$ cat src/verilog/qar_pkg.sv
// Constants, types and layouts shared by the quad readout serial slave
package qar_pkg;

  // ----------------------------------------------------------------
  // Register addresses and field positions
  // ----------------------------------------------------------------
  localparam logic [2:0]  ADDR_CFG1       = 3'h1;
  localparam logic [2:0]  ADDR_CFG2       = 3'h2;
  localparam logic [2:0]  ADDR_ALERT      = 3'h3;
  localparam logic [2:0]  ADDR_LOW        = 3'h4;
  localparam logic [2:0]  ADDR_HIGH       = 3'h5;
  localparam int          CFG1_CRC_W_BIT  = 5;
  localparam int          CFG1_CRC_R_BIT  = 4;
  localparam int          CFG2_LANE_LSB   = 8;
  localparam int          ALERT_CRCW_BIT  = 9;
  localparam int          CMD_WR_BIT      = 15;
  localparam int          CMD_ADDR_LSB    = 12;

  // ----------------------------------------------------------------
  // Reset values
  // ----------------------------------------------------------------
  localparam logic [11:0] RST_CFG1        = 12'h000;
  localparam logic [11:0] RST_CFG2        = 12'h000;
  localparam logic [11:0] RST_LOW         = 12'h800;
  localparam logic [11:0] RST_HIGH        = 12'h7ff;

  // ----------------------------------------------------------------
  // Output lane modes
  // ----------------------------------------------------------------
  localparam logic [1:0]  LANE_TWO        = 2'b00;
  localparam logic [1:0]  LANE_ONE        = 2'b01;
  localparam logic [1:0]  LANE_FOUR       = 2'b10;

  // ----------------------------------------------------------------
  // Frame lengths and checksum
  // ----------------------------------------------------------------
  localparam logic [6:0]  LEN_FOUR        = 7'h10;
  localparam logic [6:0]  LEN_TWO         = 7'h20;
  localparam logic [6:0]  LEN_ONE         = 7'h40;
  localparam logic [6:0]  LEN_CRC         = 7'h08;
  localparam logic [4:0]  CMD_BITS        = 5'h10;
  localparam logic [4:0]  CMD_CRC_BITS    = 5'h18;
  localparam logic [7:0]  CRC_POLY        = 8'h07;
  localparam logic [6:0]  CRC_INV_BITS    = 7'h08;

  // ----------------------------------------------------------------
  // Timing
  // ----------------------------------------------------------------
  localparam int          CLK_PERIOD_NS   = 50;
  localparam int          CONV_TIME_NS    = 500;
  localparam int          CONV_CYCLES     = (CONV_TIME_NS + CLK_PERIOD_NS - 1) / CLK_PERIOD_NS;

  // ----------------------------------------------------------------
  // Types
  // ----------------------------------------------------------------
  typedef struct packed {
    logic [15:0] a;
    logic [15:0] b;
    logic [15:0] c;
    logic [15:0] d;
  } qar_results_t;

  typedef struct packed {
    logic serial_out_lane_a;
    logic serial_out_lane_b;
    logic serial_out_lane_c;
    logic serial_out_lane_d;
  } qar_lanes_t;

  typedef struct packed {
    logic       crc_write_en;
    logic       crc_read_en;
    logic [1:0] output_lane_select;
  } qar_cfg_t;

  typedef enum logic [1:0] {
    ST_IDLE  = 2'b00,
    ST_FRAME = 2'b01,
    ST_CHECK = 2'b10
  } qar_state_t;

endpackage

$ cat src/verilog/qar_crc_serial.sv
// Serial checksum engine, one bit per clock, MSB first
`timescale 1ns/1ns
module qar_crc_serial #(
  parameter int MAX_BITS = 64
) (
  input  wire logic                clock,
  input  wire logic                reset_n,
  input  wire logic                start,
  input  wire logic [MAX_BITS-1:0] data,
  input  wire logic [6:0]          nbits,
  output logic [7:0]               crc,
  output logic                     done
);
  import qar_pkg::*;

  logic [MAX_BITS-1:0] sreg_reg;
  logic [MAX_BITS-1:0] sreg_next;
  logic [6:0]          cnt_reg;
  logic [6:0]          cnt_next;
  logic [6:0]          len_reg;
  logic [6:0]          len_next;
  logic [7:0]          crc_reg;
  logic [7:0]          crc_next;
  logic                busy_reg;
  logic                busy_next;

  // ----------------------------------------------------------------
  // Next state: divide stream by polynomial, first bits inverted
  // ----------------------------------------------------------------
  always_comb
  begin
    logic in_bit;
    logic fb;
    in_bit    = sreg_reg[MAX_BITS-1] ^ (cnt_reg < CRC_INV_BITS);
    fb        = in_bit ^ crc_reg[7];
    sreg_next = sreg_reg;
    cnt_next  = cnt_reg;
    len_next  = len_reg;
    crc_next  = crc_reg;
    busy_next = busy_reg;
    if (start)
    begin
      sreg_next = data;
      cnt_next  = 7'h00;
      len_next  = nbits;
      crc_next  = 8'h00;
      busy_next = 1'b1;
    end
    else if (busy_reg)
    begin
      sreg_next = {sreg_reg[MAX_BITS-2:0], 1'b0};
      crc_next  = {crc_reg[6:0], 1'b0} ^ (fb ? CRC_POLY : 8'h00);
      cnt_next  = cnt_reg + 7'h01;
      busy_next = (cnt_reg + 7'h01) < len_reg;
    end
  end

  // ----------------------------------------------------------------
  // Registers
  // ----------------------------------------------------------------
  always_ff @(posedge clock or negedge reset_n)
  begin
    if (!reset_n)
    begin
      sreg_reg <= '0;
      cnt_reg  <= 7'h00;
      len_reg  <= 7'h00;
      crc_reg  <= 8'h00;
      busy_reg <= 1'b0;
    end
    else
    begin
      sreg_reg <= sreg_next;
      cnt_reg  <= cnt_next;
      len_reg  <= len_next;
      crc_reg  <= crc_next;
      busy_reg <= busy_next;
    end
  end

  assign crc  = crc_reg;
  assign done = !busy_reg;

endmodule

$ cat src/verilog/qar_serial_slave.sv
// Serial slave of a quad simultaneous-sampling converter
`timescale 1ns/1ns
module qar_serial_slave (
  input  wire logic                  clock,
  input  wire logic                  reset_n,
  input  wire logic                  cs_n_pin,
  input  wire logic                  sclk_pin,
  input  wire logic                  sdi_pin,
  input  wire qar_pkg::qar_results_t conv_data,
  output qar_pkg::qar_lanes_t        lane_out,
  output logic                       lane_oe,
  output logic                       conv_start,
  output qar_pkg::qar_cfg_t          cfg
);
  import qar_pkg::*;

  // ----------------------------------------------------------------
  // Pin synchronisers and edge detection
  // ----------------------------------------------------------------
  logic [2:0] cs_sync_reg;
  logic [2:0] sclk_sync_reg;
  logic [1:0] sdi_sync_reg;

  always_ff @(posedge clock or negedge reset_n)
  begin
    if (!reset_n)
    begin
      cs_sync_reg   <= 3'h7;
      sclk_sync_reg <= 3'h0;
      sdi_sync_reg  <= 2'h0;
    end
    else
    begin
      cs_sync_reg   <= {cs_sync_reg[1:0], cs_n_pin};
      sclk_sync_reg <= {sclk_sync_reg[1:0], sclk_pin};
      sdi_sync_reg  <= {sdi_sync_reg[0], sdi_pin};
    end
  end

  logic cs_fall;
  logic cs_rise;
  logic sclk_rise;
  logic sclk_fall;
  assign cs_fall   = !cs_sync_reg[1] && cs_sync_reg[2];
  assign cs_rise   = cs_sync_reg[1] && !cs_sync_reg[2];
  assign sclk_rise = sclk_sync_reg[1] && !sclk_sync_reg[2];
  assign sclk_fall = !sclk_sync_reg[1] && sclk_sync_reg[2];

  // ----------------------------------------------------------------
  // Conversion timing and result capture
  // ----------------------------------------------------------------
  qar_results_t latest_reg;
  qar_results_t latest_next;
  logic [7:0]   conv_cnt_reg;
  logic [7:0]   conv_cnt_next;
  logic         conv_busy_reg;
  logic         conv_busy_next;
  logic         conv_start_reg;
  logic         conv_start_next;

  always_comb
  begin
    latest_next     = latest_reg;
    conv_cnt_next   = conv_cnt_reg;
    conv_busy_next  = conv_busy_reg;
    conv_start_next = cs_fall;
    if (cs_fall)
    begin
      conv_busy_next = 1'b1;
      conv_cnt_next  = 8'(CONV_CYCLES - 1);
    end
    else if (conv_busy_reg)
    begin
      if (conv_cnt_reg == 8'h00)
      begin
        latest_next    = conv_data;
        conv_busy_next = 1'b0;
      end
      else
        conv_cnt_next = conv_cnt_reg - 8'h01;
    end
  end

  always_ff @(posedge clock or negedge reset_n)
  begin
    if (!reset_n)
    begin
      latest_reg     <= '0;
      conv_cnt_reg   <= 8'h00;
      conv_busy_reg  <= 1'b0;
      conv_start_reg <= 1'b0;
    end
    else
    begin
      latest_reg     <= latest_next;
      conv_cnt_reg   <= conv_cnt_next;
      conv_busy_reg  <= conv_busy_next;
      conv_start_reg <= conv_start_next;
    end
  end

  // ----------------------------------------------------------------
  // Checksum engines: read side and write check
  // ----------------------------------------------------------------
  logic        rd_crc_start;
  logic [63:0] rd_crc_data;
  logic [6:0]  rd_crc_len;
  logic [7:0]  rd_crc;
  logic        wr_crc_start;
  logic [7:0]  wr_crc;
  logic        wr_crc_done;
  logic [15:0] wcmd_reg;
  logic [15:0] wcmd_next;

  qar_crc_serial #(.MAX_BITS(64)) u_rd_crc (
    .clock   (clock),
    .reset_n (reset_n),
    .start   (rd_crc_start),
    .data    (rd_crc_data),
    .nbits   (rd_crc_len),
    .crc     (rd_crc),
    .done    ()
  );

  qar_crc_serial #(.MAX_BITS(16)) u_wr_crc (
    .clock   (clock),
    .reset_n (reset_n),
    .start   (wr_crc_start),
    .data    (wcmd_next),
    .nbits   (LEN_FOUR),
    .crc     (wr_crc),
    .done    (wr_crc_done)
  );

  // ----------------------------------------------------------------
  // Frame, command decode and register file
  // ----------------------------------------------------------------
  qar_state_t  state_reg, state_next;
  logic [6:0]  bit_cnt_reg, bit_cnt_next;
  logic [4:0]  in_cnt_reg, in_cnt_next;
  logic [23:0] cmd_reg, cmd_next;
  logic [7:0]  wcrc_rx_reg, wcrc_rx_next;
  logic        wlong_reg, wlong_next;
  logic [63:0] sa_reg, sa_next;
  logic [31:0] sb_reg, sb_next;
  logic [15:0] sc_reg, sc_next;
  logic [15:0] sd_reg, sd_next;
  logic [6:0]  len_reg, len_next;
  logic        rd_pend_reg, rd_pend_next;
  logic [2:0]  rd_addr_reg, rd_addr_next;
  logic [11:0] cfg1_reg, cfg1_next;
  logic [11:0] cfg2_reg, cfg2_next;
  logic [11:0] low_reg, low_next;
  logic [11:0] high_reg, high_next;
  logic        crcw_fail_reg, crcw_fail_next;
  qar_lanes_t  lane_reg, lane_next;
  logic        oe_reg, oe_next;
  logic        wr_need;
  logic        wr_ok;
  logic [1:0]  lane_mode;
  logic [15:0] rd_word;
  logic [6:0]  crc_off;

  assign lane_mode = cfg2_reg[CFG2_LANE_LSB +: 2];
  assign wr_need   = cfg1_reg[CFG1_CRC_W_BIT] ||
                     (wcmd_reg[14:12] == ADDR_CFG1 && wcmd_reg[CFG1_CRC_W_BIT]);
  assign wr_ok     = !wr_need || (wlong_reg && wr_crc == wcrc_rx_reg);

  // Register read-back word: address nibble then data
  always_comb
  begin
    case (rd_addr_reg)
      ADDR_CFG1:  rd_word = {1'b0, rd_addr_reg, cfg1_reg};
      ADDR_CFG2:  rd_word = {1'b0, rd_addr_reg, cfg2_reg};
      ADDR_ALERT: rd_word = {1'b0, rd_addr_reg, 12'(crcw_fail_reg) << ALERT_CRCW_BIT};
      ADDR_LOW:   rd_word = {1'b0, rd_addr_reg, low_reg};
      ADDR_HIGH:  rd_word = {1'b0, rd_addr_reg, high_reg};
      default:    rd_word = 16'h0000;
    endcase
  end

  // Frame sequencing, shifting and command handling
  always_comb
  begin
    state_next     = state_reg;
    bit_cnt_next   = bit_cnt_reg;
    in_cnt_next    = in_cnt_reg;
    cmd_next       = cmd_reg;
    wcmd_next      = wcmd_reg;
    wcrc_rx_next   = wcrc_rx_reg;
    wlong_next     = wlong_reg;
    sa_next        = sa_reg;
    sb_next        = sb_reg;
    sc_next        = sc_reg;
    sd_next        = sd_reg;
    len_next       = len_reg;
    rd_pend_next   = rd_pend_reg;
    rd_addr_next   = rd_addr_reg;
    cfg1_next      = cfg1_reg;
    cfg2_next      = cfg2_reg;
    low_next       = low_reg;
    high_next      = high_reg;
    crcw_fail_next = crcw_fail_reg;
    rd_crc_start   = 1'b0;
    rd_crc_data    = {latest_reg.a, latest_reg.b, latest_reg.c, latest_reg.d};
    rd_crc_len     = LEN_ONE;
    wr_crc_start   = 1'b0;
    case (state_reg)
      ST_IDLE, ST_CHECK:
      begin
        if (state_reg == ST_CHECK && wr_crc_done)
        begin
          state_next = ST_IDLE;
          if (wr_ok)
          begin
            case (wcmd_reg[14:12])
              ADDR_CFG1: cfg1_next = wcmd_reg[11:0];
              ADDR_CFG2: cfg2_next = wcmd_reg[11:0];
              ADDR_LOW:  low_next  = wcmd_reg[11:0];
              ADDR_HIGH: high_next = wcmd_reg[11:0];
              default:   cfg1_next = cfg1_reg;
            endcase
          end
          else
            crcw_fail_next = 1'b1;
        end
        if (cs_fall)
        begin
          state_next   = ST_FRAME;
          bit_cnt_next = 7'h00;
          in_cnt_next  = 5'h00;
          rd_pend_next = 1'b0;
          rd_crc_start = 1'b1;
          sb_next      = 32'h0;
          sc_next      = 16'h0;
          sd_next      = 16'h0;
          if (rd_pend_reg && rd_addr_reg >= ADDR_CFG1 && rd_addr_reg <= ADDR_HIGH)
          begin
            sa_next     = {rd_word, 48'h0};
            len_next    = LEN_FOUR;
            rd_crc_data = {rd_word, 48'h0};
            rd_crc_len  = LEN_FOUR;
          end
          else
          begin
            case (lane_mode)
              LANE_FOUR:
              begin
                sa_next  = {latest_reg.a, 48'h0};
                sb_next  = {latest_reg.b, 16'h0};
                sc_next  = latest_reg.c;
                sd_next  = latest_reg.d;
                len_next = LEN_FOUR;
              end
              LANE_TWO:
              begin
                sa_next  = {latest_reg.a, latest_reg.c, 32'h0};
                sb_next  = {latest_reg.b, latest_reg.d};
                len_next = LEN_TWO;
              end
              default:
              begin
                sa_next  = latest_reg;
                len_next = LEN_ONE;
              end
            endcase
          end
        end
      end
      ST_FRAME:
      begin
        if (sclk_rise)
        begin
          sa_next = {sa_reg[62:0], 1'b0};
          sb_next = {sb_reg[30:0], 1'b0};
          sc_next = {sc_reg[14:0], 1'b0};
          sd_next = {sd_reg[14:0], 1'b0};
          if (bit_cnt_reg != 7'h7f)
            bit_cnt_next = bit_cnt_reg + 7'h01;
        end
        if (sclk_fall && in_cnt_reg < CMD_CRC_BITS)
        begin
          cmd_next    = {cmd_reg[22:0], sdi_sync_reg[1]};
          in_cnt_next = in_cnt_reg + 5'h01;
        end
        if (cs_rise)
        begin
          state_next = ST_IDLE;
          if (in_cnt_reg >= CMD_BITS)
          begin
            wlong_next   = in_cnt_reg >= CMD_CRC_BITS;
            wcmd_next    = wlong_next ? cmd_reg[23:8] : cmd_reg[15:0];
            wcrc_rx_next = cmd_reg[7:0];
            if (!wcmd_next[CMD_WR_BIT])
            begin
              rd_pend_next = 1'b1;
              rd_addr_next = wcmd_next[14:12];
            end
            else
            begin
              state_next   = ST_CHECK;
              wr_crc_start = 1'b1;
            end
          end
        end
      end
      default: state_next = ST_IDLE;
    endcase
  end

  // Lane drive from the next shift state
  always_comb
  begin
    crc_off   = bit_cnt_next - len_next;
    oe_next   = state_next == ST_FRAME;
    lane_next = '0;
    if (oe_next)
    begin
      lane_next.serial_out_lane_b = sb_next[31];
      lane_next.serial_out_lane_c = sc_next[15];
      lane_next.serial_out_lane_d = sd_next[15];
      if (bit_cnt_next < len_next)
        lane_next.serial_out_lane_a = sa_next[63];
      else if (cfg1_reg[CFG1_CRC_R_BIT] && crc_off < LEN_CRC)
        lane_next.serial_out_lane_a = rd_crc[3'(~crc_off[2:0])];
    end
  end

  always_ff @(posedge clock or negedge reset_n)
  begin
    if (!reset_n)
    begin
      state_reg     <= ST_IDLE;
      bit_cnt_reg   <= 7'h00;
      in_cnt_reg    <= 5'h00;
      cmd_reg       <= 24'h0;
      wcmd_reg      <= 16'h0;
      wcrc_rx_reg   <= 8'h00;
      wlong_reg     <= 1'b0;
      sa_reg        <= 64'h0;
      sb_reg        <= 32'h0;
      sc_reg        <= 16'h0;
      sd_reg        <= 16'h0;
      len_reg       <= LEN_FOUR;
      rd_pend_reg   <= 1'b0;
      rd_addr_reg   <= 3'h0;
      cfg1_reg      <= RST_CFG1;
      cfg2_reg      <= RST_CFG2;
      low_reg       <= RST_LOW;
      high_reg      <= RST_HIGH;
      crcw_fail_reg <= 1'b0;
      lane_reg      <= '0;
      oe_reg        <= 1'b0;
    end
    else
    begin
      state_reg     <= state_next;
      bit_cnt_reg   <= bit_cnt_next;
      in_cnt_reg    <= in_cnt_next;
      cmd_reg       <= cmd_next;
      wcmd_reg      <= wcmd_next;
      wcrc_rx_reg   <= wcrc_rx_next;
      wlong_reg     <= wlong_next;
      sa_reg        <= sa_next;
      sb_reg        <= sb_next;
      sc_reg        <= sc_next;
      sd_reg        <= sd_next;
      len_reg       <= len_next;
      rd_pend_reg   <= rd_pend_next;
      rd_addr_reg   <= rd_addr_next;
      cfg1_reg      <= cfg1_next;
      cfg2_reg      <= cfg2_next;
      low_reg       <= low_next;
      high_reg      <= high_next;
      crcw_fail_reg <= crcw_fail_next;
      lane_reg      <= lane_next;
      oe_reg        <= oe_next;
    end
  end

  assign lane_out   = lane_reg;
  assign lane_oe    = oe_reg;
  assign conv_start = conv_start_reg;
  assign cfg        = {cfg1_reg[CFG1_CRC_W_BIT], cfg1_reg[CFG1_CRC_R_BIT], lane_mode};

  logic conv_frame;
  logic oe_d_reg;
  logic pend_d_reg;

  // Previous drive and read-pending state, for the frame-start checks
  always_ff @(posedge clock or negedge reset_n)
  begin
    if (!reset_n)
    begin
      oe_d_reg   <= 1'b0;
      pend_d_reg <= 1'b0;
    end
    else
    begin
      oe_d_reg   <= oe_reg;
      pend_d_reg <= rd_pend_reg;
    end
  end

  // Conversion frame begins: drive just rose and no register read pending
  assign conv_frame = oe_reg && !oe_d_reg && !pend_d_reg;
endmodule

$ cat config.mk
export PLATFORM = sky130hd
export DESIGN_NAME = qar_serial_slave
export DESIGN_NICKNAME = d
export VERILOG_FILES = /design/src/verilog/qar_pkg.sv /design/src/verilog/qar_crc_serial.sv /design/src/verilog/qar_serial_slave.sv
export SDC_FILE = /design/constraint.sdc
export NUM_CORES = 1
export LEC_CHECK = 0
export ABC_AREA = 1
export BUFFER_PORTS_ARGS = -buffer_cell sky130_fd_sc_hd__buf_2
export CELL_PAD_IN_SITES_DETAIL_PLACEMENT = 2
export CELL_PAD_IN_SITES_GLOBAL_PLACEMENT = 2
export CORE_ASPECT_RATIO = 1.75
export CORE_MARGIN = 4
export CORE_UTILIZATION = 42
export CTS_CLUSTER_DIAMETER = 200
export CTS_CLUSTER_SIZE = 12
export DETAILED_ROUTE_END_ITERATION = 16
export PLACE_DENSITY_LB_ADDON = 0.3
export SYNTH_ARGS = -nofsm -noshare
export SYNTH_HDL_FRONTEND = slang
export SYNTH_SLANG_ARGS = --single-unit
$ cat constraint.sdc
create_clock -name clock -period 5.3 [get_ports clock]
set_input_delay 0.795 -clock clock [delete_from_list [all_inputs] [get_ports clock]]
set_output_delay 0.795 -clock clock [all_outputs]
set_load 0.05 [all_outputs]
# [After elaboration in Yosys (flattened, before gate mapping)]
# Index checks and enable logic that the tools add are counted.
[totals] memories=0 elab_cells=226 mem_bits_rw=0 output_inout_bits=10 reg_bits=458 latch_bits=0 rom_bits=0 input_bits=69
[classes] mux=88 shifts=0 div=0 reduce_logical=40 n_addsub=6 n_bitwise=10 n_eq_ne=22 mul=0 order_cmp=12
[op_table] cell="2-to-1 mux 64 bit" n=8
[op_table] cell="2-to-1 mux 16 bit" n=14
[op_table] cell="case mux 32 bit (2 select lines)" n=2
[op_table] cell="case mux 64 bit (2 select lines)" n=1
[op_table] cell="2-to-1 mux 32 bit" n=3
[op_table] cell="case mux 48 bit (2 select lines)" n=1
[op_table] cell="2-to-1 mux 7 bit" n=13
[op_table] cell="case mux 15 bit (5 select lines)" n=1
[op_table] cell="case mux 16 bit (2 select lines)" n=2
[op_table] cell="2-to-1 mux 8 bit" n=7
[op_table] cell="case mux 7 bit (2 select lines)" n=2
[op_table] cell="adder 7 x 1 -> 7 bit, second input constant" n=3
[op_table] cell="less-than comparator 7 x 4 -> 1 bit, second input constant" n=3
[op_table] cell="2-to-1 mux 1 bit" n=20
[op_table] cell="AND reduction 4 bit" n=5
[op_table] cell="bitwise XOR 8 bit" n=2
[op_table] cell="AND reduction 3 bit" n=5
[op_table] cell="less-than comparator 7 bit" n=2
[op_table] cell="!= test 2 bit, second input constant" n=7
[op_table] cell="equality test 3 bit, second input constant" n=4
[op_table] cell="logical AND 1 bit" n=11
[op_table] cell="greater-or-equal comparator 5 bit, second input constant" n=2
[op_table] cell="2-to-1 mux 2 bit" n=5
[op_table] cell="2-to-1 mux 5 bit" n=2
[op_table] cell="31 further kinds" n=53

# [Depth between registers and ports, before layout]
[logic_depth] word_depth=13 depth_mapped=21 ltp_nobuf=21

# [Modules after synthesis]
# From an unflattened synthesis, not the netlist that was laid out.
[hier_totals] cells_unflattened=2500 hier_area_um2=22111.2
[by_module_without_submodules] mod="qar_serial_slave" area_each_um2=15817.7 n_inst=1 cells_each=1869
[by_module_without_submodules] mod="qar_crc_serial at u_rd_crc" area_each_um2=4296.6 n_inst=1 cells_each=420
[by_module_without_submodules] mod="qar_crc_serial at u_wr_crc" area_each_um2=1996.9 n_inst=1 cells_each=211

# [Worst setup path before layout]
# OpenSTA, ideal clock, no wires.
[synth_timing] path_type="register -> register" from="register cs_sync_reg[1]" to="register lane_reg (netlist bit lane_out[3])" stages_incl_launch_ff=20 n_path_buf=2 synth_period_minus_slack_ps=2748 arrival_time_ps=2670 setup_ps=77 required_ps=5223 path_slack_ps=2552 path_cell_list="dfstp_2 inv_1 nand2_2 nor2_4 inv_2 buf_2 buf_2 nand3_1 o21ai_1 inv_1 ha_1 inv_1 fa_1 nand3_1 nand2_1 nand2_1 nand2_1 nor2_1 nand4_1 a21oi_1"
[synth_lines] element="from (decl)" line="qar_serial_slave.sv:20" text="logic [2:0] cs_sync_reg;"
[synth_lines] element="from (signal assigned)" line="qar_serial_slave.sv:34" text="cs_sync_reg <= {cs_sync_reg[1:0], cs_n_pin};"
[synth_lines] element="to (signal assigned)" line="qar_serial_slave.sv:376" text="lane_reg <= lane_next;"
[synth_lines] element="to (decl)" line="qar_serial_slave.sv:156" text="qar_lanes_t lane_reg, lane_next;"

==> metrics.md <==
| Metric | Value |
|---|---|
| Status | finished clean |
| Port bufs | 78 |
| Post-CTS Setup Repair Bufs | 0 |
| Die extent in x | 175.2 µm |
| Placed inst area | ~21,000 µm² |
| Total GRT Usage | between 20 and 30% |
| DRC | 0 |
| Number of enable flip-flop cells after synthesis | 0 |
| Slew margin rel. | between 20% and 30% |
| Critical path class | flip-flop to flip-flop |
| Critical path capture point type | flip-flop |
| # diodes | 0 |
| GR Overflow Total | 0 |
| Core Box Area | just under 50,000 µm² |
| RSZ-0062 raised after global routing | false |
| Hold Violations, Final | 0 |
| Mapped Area | 20,540 µm² |
| Via density | 5.697 |
| Synth warnings | 0 |
| Most numerous cell in the Yosys netlist | nand2_1 |
| Initial antenna violation count | 0 |
| Overall routed net length | 68.14 mm |
| Clk root buf | clkbuf_16 |
| DIE HEIGHT | 300.5 µm |
| Top cells by area, synth | dfrtp_1 53%, nand2_1 9.4%, inv_1 5.6% |
| # hold bufs at CTS | 0 |
| TritonCTS clock tree | built |
| Worst clock skew | 0.02885 ns |
| Placer congestion estimate | around 0.86 |
| Num rows | between 100 and 150 |
| Fin crit share | 68.42% |
| FF+latch count, synth | approximately 450 |
| CP max FO | 33 |
| Area share of the largest cell type after synthesis | 53.12% |
| Data required time of the worst path | 5.79 ns |
| Share of layout cells above drive strength 1 | 9.805% |
| Syn Area/Cell | 9.052 µm² |
| Final std cells w/o fill | 2,959 |
| Max Buffers Root-to-Sink | 3 |
| Max-cap violations | 0 |
| Htree depth | 2 |
| Drt first pass iters | 4 |
| Post-synth cell types | 48 |
| Vias | 16,860 |
| Clock Pin Slew Worst Setup and Hold Paths | 0.07 ns |
| Area of the multi-input gates | between 7000 and 8000 µm² |
| Initial DRC Count | 1,050 |
| R2r startpoint | state_reg[0] |
| Vias in the first global route | between 15,000 and 20,000 |
| Startpoint types | flip-flop |
| Final worst path period need | 3.627 ns |
| Slew Viols, Final | 0 |
| Synth cell count leaders | 512 x nand2_1, 436 x dfrtp_1, 304 x inv_1 |
| Hold path start | cs_n_pin |
| Post-Syn Instances | 2,269 |
| HP Class | input pin to flip-flop |
| First-pass GRT wire length | 108.9 mm |
| Top_reg_cell synth | dfrtp_1 |
| Worst Max-Slew Pin Slew | 1.098 ns |
| Largest net degree at the start of global routing | roughly 110 |
| Total Negative Setup Slacks | 0 ns |
| Layout fillers | approximately 5,300 |
| Critical path arrival | 4.12 ns |
| Total power | 10,110 µW |
| WL/cell | 23.03 µm |
| Post-Syn Nets | 2,353 |
| Util after Layout | 46.37% |
| Die ar. | roughly 53,000 µm² |
| Area delta synth->final | 9.723% |
| Finished Cell Area | between 20,000 and 25,000 µm² |
| Final setup violating endpoints | 0 |
| Worst skew pair latency | 0.58 ns |
| Crit path from | state_reg[0] |
| Ys async rst share | 100.0% |
| Sinks on Clock Net | 452 |
| Register area share after synthesis | a little under three fifths |
| DP Wirelength | 45.85 mm |
| Fmax | 275.7 MHz |
| Maximum VDD drop | ~0.26 mV |
| CTS Buf Count | 43 |
| Initial Utilization | 42.26% |
| Number of gates resized after CTS | 0 |
| Nets | 2,364 |
| Register area | 11,330 µm² |
| Pwr Density | 448.4 nW/µm² |
| Synth area leader | dfrtp_1 |
| Leak | 0.01076 µW |
| Top Ports | 79 |
| Number of nets still failing antenna checks after routing | 0 |
| Placed Cells | 2,889 |
final cells by class:
class | count | area share, %
Multi-Input combinational cell | 1359 | 32.54
Inverter | 322 | 5.402
Timing Repair Buffer | 102 | 2.743
Clock buffer | 66 | 5.158
Clock inverter | 4 | 0.2498
Tap cell | 654 | 3.631
Sequential cell | 452 | 50.28
worst paths after layout:
path,slack [ns],depth (start not counted),end
hold reg to reg,0.35,0,sdi_sync_reg[1]
setup / recovery,1.67,21,lane_out[3]
min in group asynchronous,0.36,1,sb_reg[7]
hold / removal,0.34,1,cs_sync_reg[0]
max in group asynchronous,3.75,2,cfg2_reg[6]
setup reg to reg,1.67,21,lane_out[3]
where the power goes:
group	switching, µW	total, µW	leakage (µW)	internal [µW]
sequential	781	5070	0.00583	4290
combinational	1370	2100	0.00435	732
clock	1380	2930	0.000585	1550
total	3530	10100	0.0108	6580
stage by stage:
step | hold slack, ns | setup WS, ns
floorplan | 0.3312 | 2.552
global placement | 0.3381 | 1.949
finish | 0.3393 | 1.674
CTS | 0.3107 | 1.610
global route | 0.3262 | 1.353
detailed placement | 0.3381 | 1.698
logic make-up (layout without fill, tap and decap cells):
kind of cell               Yosys count  in the layout  synth area share [%]
and+or+nand+nor                    830            830                 17.75
AOI/OAI and AO/OA                  489            489                 15.74
buffers and inverters              458            494                 9.296
adders and majority gates           15             15                0.9504
muxes                                2              2                0.1096
DFF                                452            452                 55.17
xor gates and xnor gates            23             23                0.9808
per-layer routing:
layer / vias to the layer above / part of all wire (%) / global-route usage [%]
met5: - / 0 / 0
met1: 8814 / 36 / 27.52
met2: 285 / 56 / 50.87
li1: 7599 / - / -
met4: 0 / 4.9 / 11.31
met3: 158 / 2.7 / 2.902
layout by cell type (no fill, tap or decap), types with 19 or more instances in the layout:
master and count:
xor2_1 19, nand2_1 512, inv_1 304, o221ai_1 112
a22oi_1 54, dfrtp_1 436, nand4_1 73, nor2_1 74
a21oi_1 41, clkbuf_16 43, o21ai_0 193, buf_2 77
nand3_1 130, clkbuf_1 23, o22ai_1 26, buf_4 21
critical path, stage by stage (launching register included):
cell,delay [ns]
dfrtp_1,0.49
inv_2,0.12
nor2_8,0.16
inv_2,0.09
nor2_8,0.29
inv_4,0.22
nor2_2,0.24
inv_1,0.12
nand3_1,0.10
o21ai_1,0.11
inv_1,0.08
ha_1,0.16
inv_1,0.09
fa_1,0.58
inv_1,0.08
nand3_1,0.09
nand2_1,0.06
nand2_1,0.06
nand2_1,0.06
nor2_1,0.11
nand4_1,0.09
a21oi_1,0.13
No activity file was read; power rests on OpenSTA's default activity.
